**config.mk**
```make
export PLATFORM = sky130hd
export DESIGN_NAME = dma_descriptor_queue_engine
export DESIGN_NICKNAME = d
export VERILOG_FILES = /design/src/rtl/dqe_pkg.sv /design/src/rtl/dma_descriptor_queue_engine.sv
export VERILOG_INCLUDE_DIRS = /design/src /design/src/rtl
export SDC_FILE = /design/constraint.sdc
export NUM_CORES = 2
export LEC_CHECK = 0
export BUFFER_PORTS_ARGS = -buffer_cell sky130_fd_sc_hd__buf_4
export CORE_ASPECT_RATIO = 1.5
export CORE_MARGIN = 2
export CORE_UTILIZATION = 55
export CTS_CLUSTER_DIAMETER = 40
export DETAILED_ROUTE_END_ITERATION = 12
export PLACE_DENSITY = 0.76
export SYNTH_ARGS = -nofsm -noshare
export SYNTH_HDL_FRONTEND = slang
export SYNTH_SLANG_ARGS = --single-unit
```
**constraint.sdc**
```tcl
create_clock -name clock -period 6.9 [get_ports clock]
set_input_delay 0.69 -clock clock [delete_from_list [all_inputs] [get_ports clock]]
set_output_delay 0.69 -clock clock [all_outputs]
set_load 0.02 [all_outputs]
```
**src/rtl/dqe_map.svh**
```systemverilog
// register map, flag codes and descriptor layout for the descriptor queue engine
`ifndef DQE_MAP_SVH
`define DQE_MAP_SVH
// register byte offsets
`define REG_CTRL 8'h00
`define REG_STATUS 8'h04
`define REG_LDR_LO 8'h08
`define REG_LDR_HI 8'h0C
`define REG_ENQ0 8'h10
`define REG_ENQ1 8'h14
`define REG_ENQ2 8'h18
`define REG_LAST_DESC 8'h1C
`define REG_DONE_CNT 8'h20
// control and status fields
`define CTRL_ENABLE 0
`define STATUS_OVF_LSB 0
`define STATUS_BUSY 3
// flag word bits
`define FL_CSUM_CLR 13
`define FL_CSUM_ACC 12
`define FL_LITTLE 11
`define FL_TX_ENQ 10
`define FL_HOLD 9
`define FL_EVENT 8
`define FL_NO_STATUS 7
`define FL_DST_AUTO 6
`define FL_IMMED 3
`define FL_SRC_AUTO 2
// masked direction and special codes
`define DIR_MASK 16'h0033
`define FREE_MASK 16'h0013
`define GET_CODE 16'h0031
`define PATCH_SRC_MASK 16'h0070
`define PATCH_SRC_CODE 16'h0050
`define PATCH_DST_CODE 16'h0062
`define POOL_BITS 4
// descriptor chain geometry
`define DESC_STRIDE 32'h0000_0010
`define CHAIN_BITS 6
`define WB_ZERO 32'h0000_0000
`endif

```
**src/rtl/dqe_pkg.sv**
```systemverilog
// types shared by the descriptor queue engine and its neighbours
package dqe_pkg;
    // one descriptor as delivered by the fetch port
    typedef struct packed {
        logic [15:0] count;
        logic [15:0] flags;
        logic [31:0] src;
        logic [31:0] dst;
    } desc_t;
    // command handed to the general transfer mover
    typedef struct packed {
        logic [5:0] dir;
        logic little_end;
        logic csum_clear;
        logic csum_acc;
        logic src_hold;
        logic dst_hold;
        logic immediate;
        logic [31:0] src;
        logic [31:0] dst;
        logic [15:0] count;
    } move_cmd_t;
endpackage

```
**src/rtl/dma_descriptor_queue_engine.sv**
```systemverilog
// descriptor queue engine: three queues feeding the general transfer mover
//
// Design decisions made here: the Wishbone register port and the placing of the registers.
`timescale 1ns/1ps
`include "dqe_map.svh"
module dma_descriptor_queue_engine import dqe_pkg::*; #(
    parameter int QDEPTH = 4 // descriptor chains held per queue
) (
    input wire logic clock, // core clock, 40 MHz
    input wire logic reset_n, // asynchronous reset, active low
    input wire logic wb_cyc_i, // wishbone cycle
    input wire logic wb_stb_i, // wishbone strobe
    input wire logic wb_we_i, // wishbone write
    input wire logic [7:0] wb_adr_i, // wishbone byte address
    input wire logic [3:0] wb_sel_i, // wishbone byte lanes
    input wire logic [31:0] wb_dat_i, // wishbone write data
    output logic [31:0] wb_dat_o, // wishbone read data
    output logic wb_ack_o, // wishbone acknowledge
    output logic fetch_req, // descriptor fetch request, held until ack
    output logic [31:0] fetch_addr, // descriptor address
    output logic fetch_local, // descriptor lies in local memory
    input wire logic fetch_ack, // descriptor delivered
    input wire desc_t fetch_data, // fetched descriptor
    output logic move_req, // mover request, held until ack
    output move_cmd_t move_cmd, // mover command
    input wire logic move_ack, // mover finished the transfer
    input wire logic [31:0] move_value, // value moved, for chain patching
    output logic get_req, // buffer get request, held until ack
    output logic [3:0] get_pool, // pool to take a buffer from
    input wire logic get_ack, // buffer granted
    input wire logic [31:0] get_addr, // granted buffer address
    output logic free_req, // one-cycle buffer free pulse
    output logic [31:0] free_addr, // buffer to free
    output logic tx_enq_req, // one-cycle transmit enqueue pulse
    output logic [31:0] tx_enq_addr, // packet address for transmit
    output logic event_req, // one-cycle completion event pulse
    output logic [1:0] event_queue // queue whose descriptor completed
);
    localparam int PW = $clog2(QDEPTH);
    localparam int CW = PW + 1;

    // refuse queue depths the pointer wrap cannot serve
    if (QDEPTH < 2 || (1 << PW) != QDEPTH) begin : g_depth_check
        $error("QDEPTH must be a power of two, at least 2");
    end

    typedef enum logic [2:0] {S_IDLE, S_FETCH, S_GET, S_MOVE, S_POST} state_t;

    ////////////////////////////////////////////////////////////////////////////
    // helper functions

    // merge write data into a register by byte lane
    function automatic logic [31:0] lane_merge(input logic [31:0] old_v, input logic [31:0] new_v,
                                              input logic [3:0] sel);
        lane_merge = old_v;
        for (int i = 0; i < 4; i++) begin
            if (sel[i]) begin
                lane_merge[8*i +: 8] = new_v[8*i +: 8];
            end
        end
    endfunction

    // end address after a transfer, unless the address is held
    function automatic logic [31:0] addr_end(input logic [31:0] a, input logic [15:0] cnt, input logic hold);
        addr_end = hold ? a : a + {16'h0000, cnt};
    endfunction

    // turn an effective descriptor into a mover command
    function automatic move_cmd_t build_cmd(input desc_t d, input logic [31:0] psrc, input logic [31:0] pdst,
                                            input logic patching);
        move_cmd_t c;
        c = '0;
        c.dir = 6'(d.flags & `DIR_MASK);
        c.little_end = d.flags[`FL_LITTLE];
        c.src_hold = d.flags[`FL_HOLD] && d.flags[`FL_CSUM_ACC];
        c.dst_hold = d.flags[`FL_HOLD] && d.flags[`FL_CSUM_CLR];
        c.csum_acc = d.flags[`FL_CSUM_ACC] && !d.flags[`FL_HOLD];
        c.csum_clear = c.csum_acc && d.flags[`FL_CSUM_CLR];
        c.immediate = d.flags[`FL_IMMED];
        c.src = d.flags[`FL_SRC_AUTO] ? psrc : d.src;
        c.dst = (d.flags[`FL_DST_AUTO] && !patching) ? pdst : d.dst;
        c.count = d.count;
        build_cmd = c;
    endfunction

    ////////////////////////////////////////////////////////////////////////////
    // registers

    state_t state_r;
    logic wb_ack_r, enable_r, fetch_req_r, fetch_local_r, move_req_r, get_req_r;
    logic free_req_r, tx_enq_req_r, event_req_r, rr_r, patch_src_r, patch_dst_r;
    logic [31:0] wb_dat_r, ldr_lo_r, ldr_hi_r, fetch_addr_r, chain_addr_r, last_desc_r, done_cnt_r;
    logic [31:0] prev_src_r, prev_dst_r, patch_val_r, free_addr_r, tx_enq_addr_r;
    logic [3:0] get_pool_r;
    logic [1:0] cur_q_r, event_queue_r;
    logic [2:0] ovf_r;
    logic [`CHAIN_BITS-1:0] remain_r;
    desc_t desc_r;
    move_cmd_t move_cmd_r;
    logic [31:0] qmem_r [0:2][0:QDEPTH-1];
    logic [PW-1:0] qwp_r [0:2];
    logic [PW-1:0] qrp_r [0:2];
    logic [CW-1:0] qcnt_r [0:2];

    ////////////////////////////////////////////////////////////////////////////
    // wishbone decode; one wait state, ack one cycle after the strobe

    wire bus_req = wb_cyc_i && wb_stb_i && !wb_ack_r;
    wire bus_wr = bus_req && wb_we_i;
    wire full_word = (wb_sel_i == 4'hF);
    wire wr_ctrl = bus_wr && (wb_adr_i == `REG_CTRL);
    wire wr_status = bus_wr && (wb_adr_i == `REG_STATUS);
    wire wr_ldr_lo = bus_wr && (wb_adr_i == `REG_LDR_LO);
    wire wr_ldr_hi = bus_wr && (wb_adr_i == `REG_LDR_HI);
    // an enqueue needs the whole address, so partial lanes are ignored
    wire [2:0] enq = {3{bus_wr && full_word}} & {wb_adr_i == `REG_ENQ2, wb_adr_i == `REG_ENQ1,
                                                 wb_adr_i == `REG_ENQ0};
    wire [2:0] qfull = {qcnt_r[2] == CW'(QDEPTH), qcnt_r[1] == CW'(QDEPTH), qcnt_r[0] == CW'(QDEPTH)};
    wire [2:0] qready = {qcnt_r[2] != '0, qcnt_r[1] != '0, qcnt_r[0] != '0};
    wire busy = (state_r != S_IDLE);
    wire [31:0] status_v = {21'h000000, qready, 2'b00, cur_q_r, busy, ovf_r};
    wire [31:0] rd_v = (wb_adr_i == `REG_CTRL) ? {31'h0000_0000, enable_r} :
                       (wb_adr_i == `REG_STATUS) ? status_v :
                       (wb_adr_i == `REG_LDR_LO) ? ldr_lo_r :
                       (wb_adr_i == `REG_LDR_HI) ? ldr_hi_r :
                       (wb_adr_i == `REG_LAST_DESC) ? last_desc_r :
                       (wb_adr_i == `REG_DONE_CNT) ? done_cnt_r : `WB_ZERO;

    // register writes; an overflow that arrives with its clear stays set
    always_ff @(posedge clock or negedge reset_n) begin
        if (!reset_n) begin
            wb_ack_r <= 1'b0;
            wb_dat_r <= `WB_ZERO;
            enable_r <= 1'b0;
            ldr_lo_r <= `WB_ZERO;
            ldr_hi_r <= `WB_ZERO;
            ovf_r <= 3'h0;
        end else begin
            wb_ack_r <= bus_req;
            wb_dat_r <= bus_req ? rd_v : `WB_ZERO;
            if (wr_ctrl && wb_sel_i[0]) begin
                enable_r <= wb_dat_i[`CTRL_ENABLE];
            end
            if (wr_ldr_lo) begin
                ldr_lo_r <= lane_merge(ldr_lo_r, wb_dat_i, wb_sel_i);
            end
            if (wr_ldr_hi) begin
                ldr_hi_r <= lane_merge(ldr_hi_r, wb_dat_i, wb_sel_i);
            end
            ovf_r <= (ovf_r & ~({3{wr_status && wb_sel_i[0]}} & wb_dat_i[2:0])) | (enq & qfull);
        end
    end

    ////////////////////////////////////////////////////////////////////////////
    // scheduler: queue 0 first, queues 1 and 2 alternate

    wire pick_ok = enable_r && (state_r == S_IDLE) && (qready != 3'h0);
    wire [1:0] pick_q = qready[0] ? 2'd0 :
                        (qready[1] && qready[2]) ? (rr_r ? 2'd2 : 2'd1) :
                        qready[1] ? 2'd1 : 2'd2;
    wire [31:0] pick_addr = qmem_r[pick_q][qrp_r[pick_q]];
    wire [`CHAIN_BITS-1:0] pick_len = pick_addr[`CHAIN_BITS-1:0];
    wire [31:0] pick_base = {pick_addr[31:`CHAIN_BITS], {`CHAIN_BITS{1'b0}}};

    // three queues of chain addresses; an enqueue onto a full queue is dropped
    always_ff @(posedge clock or negedge reset_n) begin
        if (!reset_n) begin
            for (int q = 0; q < 3; q++) begin
                qwp_r[q] <= '0;
                qrp_r[q] <= '0;
                qcnt_r[q] <= '0;
            end
            rr_r <= 1'b0;
        end else begin
            for (int q = 0; q < 3; q++) begin
                if (enq[q] && !qfull[q]) begin
                    qmem_r[q][qwp_r[q]] <= wb_dat_i;
                    qwp_r[q] <= qwp_r[q] + PW'(1);
                end
                if (pick_ok && pick_q == 2'(q)) begin
                    qrp_r[q] <= qrp_r[q] + PW'(1);
                end
                qcnt_r[q] <= qcnt_r[q] + CW'(enq[q] && !qfull[q]) - CW'(pick_ok && pick_q == 2'(q));
            end
            if (pick_ok && pick_q != 2'd0) begin
                rr_r <= (pick_q == 2'd1);
            end
        end
    end

    ////////////////////////////////////////////////////////////////////////////
    // descriptor decode

    wire [31:0] next_fetch = chain_addr_r + `DESC_STRIDE;
    wire next_local = (next_fetch >= ldr_lo_r) && (next_fetch <= ldr_hi_r);
    wire pick_local = (pick_base >= ldr_lo_r) && (pick_base <= ldr_hi_r);
    // pending patches from the previous descriptor override fetched fields
    wire [15:0] fflags = fetch_data.flags;
    wire patching = patch_src_r || patch_dst_r;
    wire desc_t fetched = '{count: fetch_data.count, flags: fflags,
                            src: patch_src_r ? patch_val_r : fetch_data.src,
                            dst: patch_dst_r ? patch_val_r : fetch_data.dst};
    wire want_get = ((fflags & `GET_CODE) == `GET_CODE);
    wire move_cmd_t cmd_fetch = build_cmd(fetched, prev_src_r, prev_dst_r, patch_dst_r);
    wire desc_t got = '{count: desc_r.count, flags: desc_r.flags, src: desc_r.src, dst: get_addr};
    wire move_cmd_t cmd_got = build_cmd(got, prev_src_r, prev_dst_r, 1'b1);
    wire [15:0] dflags = desc_r.flags;
    wire do_free = ((dflags & `FREE_MASK) == `FREE_MASK);
    wire do_patch_src = ((dflags & `PATCH_SRC_MASK) == `PATCH_SRC_CODE);
    wire do_patch_dst = ((dflags & `PATCH_DST_CODE) == `PATCH_DST_CODE);
    wire post = (state_r == S_POST);

    ////////////////////////////////////////////////////////////////////////////
    // chain walker: fetch, optional buffer get, move, post, next

    always_ff @(posedge clock or negedge reset_n) begin
        if (!reset_n) begin
            state_r <= S_IDLE;
            cur_q_r <= 2'd0;
            chain_addr_r <= `WB_ZERO;
            remain_r <= '0;
            fetch_req_r <= 1'b0;
            fetch_addr_r <= `WB_ZERO;
            fetch_local_r <= 1'b0;
            desc_r <= '0;
            get_req_r <= 1'b0;
            get_pool_r <= 4'h0;
            move_req_r <= 1'b0;
            move_cmd_r <= '0;
            prev_src_r <= `WB_ZERO;
            prev_dst_r <= `WB_ZERO;
            patch_src_r <= 1'b0;
            patch_dst_r <= 1'b0;
            patch_val_r <= `WB_ZERO;
        end else begin
            case (state_r)
                S_IDLE: begin
                    if (pick_ok) begin
                        cur_q_r <= pick_q;
                        chain_addr_r <= pick_base;
                        remain_r <= (pick_len == '0) ? `CHAIN_BITS'(1) : pick_len;
                        fetch_req_r <= 1'b1;
                        fetch_addr_r <= pick_base;
                        fetch_local_r <= pick_local;
                        state_r <= S_FETCH;
                    end
                end
                S_FETCH: begin
                    if (fetch_ack) begin
                        fetch_req_r <= 1'b0;
                        desc_r <= fetched;
                        patch_src_r <= 1'b0;
                        patch_dst_r <= 1'b0;
                        if (want_get && !patching) begin
                            get_req_r <= 1'b1;
                            get_pool_r <= fetched.dst[`POOL_BITS-1:0];
                            state_r <= S_GET;
                        end else begin
                            move_req_r <= 1'b1;
                            move_cmd_r <= cmd_fetch;
                            state_r <= S_MOVE;
                        end
                    end
                end
                S_GET: begin
                    if (get_ack) begin
                        get_req_r <= 1'b0;
                        desc_r.dst <= get_addr;
                        move_req_r <= 1'b1;
                        move_cmd_r <= cmd_got;
                        state_r <= S_MOVE;
                    end
                end
                S_MOVE: begin
                    if (move_ack) begin
                        move_req_r <= 1'b0;
                        prev_src_r <= addr_end(move_cmd_r.src, move_cmd_r.count, move_cmd_r.src_hold);
                        prev_dst_r <= addr_end(move_cmd_r.dst, move_cmd_r.count, move_cmd_r.dst_hold);
                        patch_src_r <= do_patch_src;
                        patch_dst_r <= do_patch_dst;
                        patch_val_r <= move_value;
                        desc_r.src <= move_cmd_r.src;
                        desc_r.dst <= move_cmd_r.dst;
                        state_r <= S_POST;
                    end
                end
                S_POST: begin
                    // side effects are registered this cycle and go out next cycle, together with the next fetch request
                    chain_addr_r <= next_fetch;
                    remain_r <= remain_r - `CHAIN_BITS'(1);
                    if (remain_r == `CHAIN_BITS'(1)) begin
                        state_r <= S_IDLE;
                    end else begin
                        fetch_req_r <= 1'b1;
                        fetch_addr_r <= next_fetch;
                        fetch_local_r <= next_local;
                        state_r <= S_FETCH;
                    end
                end
                default: begin
                    state_r <= S_IDLE;
                end
            endcase
        end
    end

    // completion side effects as one-cycle pulses after the move, and status registers
    always_ff @(posedge clock or negedge reset_n) begin
        if (!reset_n) begin
            free_req_r <= 1'b0;
            free_addr_r <= `WB_ZERO;
            tx_enq_req_r <= 1'b0;
            tx_enq_addr_r <= `WB_ZERO;
            event_req_r <= 1'b0;
            event_queue_r <= 2'd0;
            last_desc_r <= `WB_ZERO;
            done_cnt_r <= `WB_ZERO;
        end else begin
            free_req_r <= post && do_free;
            free_addr_r <= desc_r.src;
            tx_enq_req_r <= post && dflags[`FL_TX_ENQ];
            tx_enq_addr_r <= desc_r.dst;
            event_req_r <= post && dflags[`FL_EVENT];
            event_queue_r <= cur_q_r;
            if (post && !dflags[`FL_NO_STATUS]) begin
                last_desc_r <= chain_addr_r;
                done_cnt_r <= done_cnt_r + 32'h0000_0001;
            end
        end
    end

    ////////////////////////////////////////////////////////////////////////////
    // outputs straight from flip-flops

    assign wb_ack_o = wb_ack_r;
    assign wb_dat_o = wb_dat_r;
    assign fetch_req = fetch_req_r;
    assign fetch_addr = fetch_addr_r;
    assign fetch_local = fetch_local_r;
    assign move_req = move_req_r;
    assign move_cmd = move_cmd_r;
    assign get_req = get_req_r;
    assign get_pool = get_pool_r;
    assign free_req = free_req_r;
    assign free_addr = free_addr_r;
    assign tx_enq_req = tx_enq_req_r;
    assign tx_enq_addr = tx_enq_addr_r;
    assign event_req = event_req_r;
    assign event_queue = event_queue_r;

    ////////////////////////////////////////////////////////////////////////////
    // checks

    a_q0_first: assert property (@(posedge clock) disable iff (!reset_n)
        (pick_ok && qready[0]) |=> (cur_q_r == 2'd0 && state_r == S_FETCH))
        else $error("queue 0 not served first");
    a_rr_turn: assert property (@(posedge clock) disable iff (!reset_n)
        (pick_ok && qready == 3'b110 && rr_r) |=> (cur_q_r == 2'd2))
        else $error("round robin skipped queue 2");
    a_move_held: assert property (@(posedge clock) disable iff (!reset_n)
        (move_req && !move_ack) |=> (move_req && $stable(move_cmd)))
        else $error("mover request dropped or changed");
    a_one_stage: assert property (@(posedge clock) disable iff (!reset_n)
        !(fetch_req && (move_req || get_req)))
        else $error("next descriptor overlaps current one");
    a_fetch_local: assert property (@(posedge clock) disable iff (!reset_n)
        $rose(fetch_req) |-> (fetch_local == ((fetch_addr >= ldr_lo_r) && (fetch_addr <= ldr_hi_r))))
        else $error("local descriptor flag wrong");
    a_status_skip: assert property (@(posedge clock) disable iff (!reset_n)
        (post && dflags[`FL_NO_STATUS]) |=> $stable(done_cnt_r))
        else $error("status recorded though inhibited");
    a_status_count: assert property (@(posedge clock) disable iff (!reset_n)
        (post && !dflags[`FL_NO_STATUS]) |=> (done_cnt_r == $past(done_cnt_r) + 32'h0000_0001))
        else $error("completion not counted");
    a_event_post: assert property (@(posedge clock) disable iff (!reset_n)
        (post && dflags[`FL_EVENT]) |=> (event_req && event_queue == $past(cur_q_r)) ##1 !event_req)
        else $error("completion event missing");
    a_free_src: assert property (@(posedge clock) disable iff (!reset_n)
        (post && do_free) |=> (free_req && free_addr == $past(desc_r.src)))
        else $error("buffer free missing");
    a_get_dst: assert property (@(posedge clock) disable iff (!reset_n)
        (state_r == S_GET && get_ack) |=> (move_req && move_cmd.dst == $past(get_addr)))
        else $error("got buffer not used as destination");
    a_csum_seed: assert property (@(posedge clock) disable iff (!reset_n)
        $rose(move_req) |-> (move_cmd.csum_clear == (dflags[`FL_CSUM_CLR] && dflags[`FL_CSUM_ACC] && !dflags[`FL_HOLD])))
        else $error("checksum cleared without accumulation");
    a_bus_ack: assert property (@(posedge clock) disable iff (!reset_n)
        (wb_cyc_i && wb_stb_i && !wb_ack_o) |=> wb_ack_o ##1 !wb_ack_o)
        else $error("wishbone ack not one cycle after request");
endmodule // dma_descriptor_queue_engine

```
==> flow_metrics.py <==
metrics = {
    "outcome": {
        "status": "complete, no violations",
    },
    "route": {
        "drt-total-wl_mm": 141,
        "drc": 0,
        "drt_iter0_markers": 2850,
        "firstDrtPassIters": 5,
        "vias": 35123,
        "wl_per_cell_microns": 24.2,
        "via_per_inst": 6.03,
        "postRouteAntennaNets": 0,
    },
    "clock_tree": {
        "clock_sinks": 1005,
        "cts_setup_buffers": 0,
        "clk-insertion-delay-late_ns": 0.71,
        "clockBufferDepth": 3,
        "htreeDepth": 3,
        "cts_tree": "done",
        "path_clk_slew_ns": 0.06,
        "ctsHoldBuffers": 0,
        "cts_root_buf": "clkbuf_16",
        "numCtsBuffers": 114,
        "cts_resized": 0,
    },
    "yosys": {
        "synth_cells": 4211,
        "async_flop_share": 0.618,
        "ys_seq_area_frac": 0.573,
        "synth_edf_count": 384,
        "ys_ff_latch": 1005,
        "yosysWarnings": 0,
        "avgSynthCellArea_sq_um": 11.2,
        "syn-cell-area_sq_um": 47300,
        "synthDistinctLibCells": 78,
        "synthFlopType": "dfrtp_1",
    },
    "critical_path": {
        "worst-path-buf-inv": 2,
        "critPathLaunchType": "flip-flop",
        "cpPeakStageDelay_ns": 0.78,
        "crit_required_ns": 7.48,
        "crit_chain": "or3_1 -> nand2_8 -> mux2_4 -> mux2i_4 -> buf_4 -> nor2b_1 -> a211oi_1 -> a211oi_1 -> a21oi_1 -> inv_1 -> ha_1 -> or4_1 -> a211oi_1 -> o21ai_0 -> a221oi_1 -> o21ai_0 -> a211o_1 -> a221o_1",
        "cpLargestDelayFamily": "compound AO/OA/AOI/OAI gates",
        "cp_common_cell": "a211oi_1",
        "cpMaxStageDelayCell": "mux2i_4",
        "cp.arrival_ns": 6.63,
        "r2r_end": "fetch_local",
        "critPathKind": "reg2reg",
        "r2r_cells": 18,
        "r2r_start": "qcnt_r[4]",
        "path_max_fanout": 22,
        "crit_path_end_kind": "flip-flop",
        "rrSetupSlack_ns": 0.85,
    },
    "die": {
        "core_area_sq_um": 85100,
        "row_count": 131,
        "initial_core_util": 0.556,
        "die_h_microns": 363,
        "die_area_sq_um": 88400,
        "ios": 446,
        "die_x_microns": 243,
    },
    "place": {
        "placed_cell_area_sq_um": 51600,
        "io_buffers": 441,
        "dpl.hpwl_mm": 98.9,
        "finalWeightedCongestion": 0.949,
    },
    "timing": {
        "hold_slack_ns": 0.0527,
        "worst_pin_slew_ns": 1.22,
        "finalHoldViolCount": 0,
        "finalSetupViolations": 0,
        "fin_crit_ns": 6.05,
        "finalSetupTns_ns": 0,
        "relSlewSlack": 0.190,
        "rsz0062_at_grt": "no",
        "max_freq_mhz": 165,
        "skew_ns": 0.0339,
        "period_share": 0.876,
        "slew_violations": 0,
    },
    "global_route": {
        "grt_first_pass_wirelength_mm": 212,
        "grt_overflow": 0,
        "grt_max_degree": 155,
        "antenna_found_initial": 3,
        "grt_pass1_vias": 35676,
        "track_usage": 0.317,
    },
    "finish": {
        "area_growth_pct": 17.9,
        "final_area_sq_um": 55700,
        "final_nets": 4978,
        "drive_gt1_frac": 0.202,
    },
    "pwr": {
        "p_leak_nw": 24.0,
        "ir_drop_v": 0.000378,
        "power_density_nw_per_um2": 393,
    },
    "worst_hold_path": {
        "worstHoldPathType": "in2async",
    },
    "flow_run": {
        "maxCapViolCount": 0,
    },
}
## state kept, by name (all words and copies together), names as in the netlist, 14 cells and up
name	cells
wb_dat_o	32
tx_enq_addr	32
cmd_got	16
desc_r	64
last_desc_r	32
done_cnt_r	32
dflags	14
qmem_r	384
chain_addr_r	32
ldr_lo_r	32
prev_src_r	32
patch_val_r	32
free_addr	32
prev_dst_r	32
ldr_hi_r	32
move_cmd	90
fetch_addr	32
## layer usage
metal,share of wire,up-vias,track usage
met4,0.058,4,0.177
met5,0.00015,-,0
met1,0.36,17389,0.359
met2,0.50,1459,0.555
met3,0.079,347,0.0685
li1,-,15924,-
## metrics by stage
stage | cells | util | setup WS, ns | total power, mW
finish | 5823 | 0.655 | 0.854 | 21.9
global route | 5820 | 0.655 | 0.547 | 22.9
CTS | 5820 | 0.655 | 0.846 | 21.9
detailed placement | 5605 | 0.607 | 0.897 | 15.4
global placement | 5605 | 0.607 | 0.930 | 15.2
floorplan | 4212 | - | 2.43 | 12.7
## placed cells by master (no fill, tap or decap), types with 17 or more instances in the layout
cell         n
a211oi_1    98
a21o_1      42
a21oi_1    220
a22oi_1     64
a31oi_1     36
and2_1      18
and3_1      34
buf_4      498
clkbuf_16  117
clkbuf_8    17
clkinv_2    22
dfrtp_1    618
edfxtp_1   384
ha_1       170
inv_1      131
mux2_2     175
mux2i_1    216
nand2_1    681
nand3_1     86
nand4_1     42
nor2_1     202
nor2b_1     33
nor3_1      41
o211ai_1    28
o21a_1      21
o21ai_0    283
o221ai_1    35
xnor2_1     74
xor2_1      43
## power breakdown
group,switching (mW),internal [mW]
Clock,2.61,3.88
Combinational,4.04,2.76
Sequential,1.25,7.40
Total,7.89,14.0
## cell families (layout without fill, tap and decap cells)
| group | Yosys count | in the layout | synth area share |
|---|---|---|---|
| AND/OR/NAND/NOR | 1227 | 1227 | 0.113 |
| flip-flops | 1005 | 1005 | 0.573 |
| AO/OA/AOI/OAI | 913 | 913 | 0.121 |
| multiplexers | 402 | 402 | 0.0922 |
| buffers and inverters | 371 | 849 | 0.0321 |
| adder cells (fa/ha/maj) | 175 | 175 | 0.0471 |
| XOR/XNOR | 117 | 117 | 0.0217 |
| other | 1 | 5 | 0.0000793 |
## final cells by class
| cell class | instances | area [sq um] |
|---|---|---|
| Multi-Input combinational cell | 2836 | 18800 |
| Antenna cell | 3 | 7.51 |
| Sequential cell | 1005 | 27100 |
| Inverter | 132 | 495 |
| Timing Repair Buffer | 502 | 3810 |
| Clock buffer | 139 | 3180 |
| Tap cell | 1130 | 1410 |
| Fill cell | 6315 | 29300 |
| Clock inverter | 76 | 920 |
## how the worst max path moves through the flow
stage                     slack, ns  depth (start not counted)          end       from
after CTS                      0.85                         19  fetch_local  qcnt_r[4]
after floorplan                2.43                         20  fetch_local  qcnt_r[4]
after global routing           0.55                         18  fetch_local  qcnt_r[4]
after global placement         0.93                         18  fetch_local  qcnt_r[4]
after detailed placement       0.90                         19  fetch_local  qcnt_r[4]
final                          0.85                         18  fetch_local  qcnt_r[4]
## cell usage after synthesis (6+ instances only)
library cell	instances	area, sq um
dfrtp_1	621	15500
nand2_1	682	2560
xnor2_1	74	648
nand4_1	42	263
nand2b_1	16	100
a222oi_1	7	70.1
a211oi_1	98	736
nor2b_1	35	219
buf_2	32	160
a21oi_1	221	1110
and3_1	46	288
a311oi_1	6	52.6
and4_1	7	61.3
and2_1	19	119
a221oi_1	16	140
o221ai_1	35	307
inv_1	131	492
ha_1	170	2130
buf_4	8	60.1
a21o_1	43	323
buf_1	17	63.8
or3_1	12	75.1
mux2_2	175	1970
edfxtp_1	384	11500
mux4_2	8	180
a31oi_1	36	225
mux2i_1	217	2170
clkbuf_1	174	653
nor3_1	42	210
o211ai_1	28	210
xor2_1	43	377
o21ai_0	283	1420
nor2_1	208	781
a22oi_1	64	480
nand3_1	88	440
buf_6	7	78.8
o21a_1	21	158
or2_2	6	37.5
Note: power is estimated with default switching activity, not from simulation.
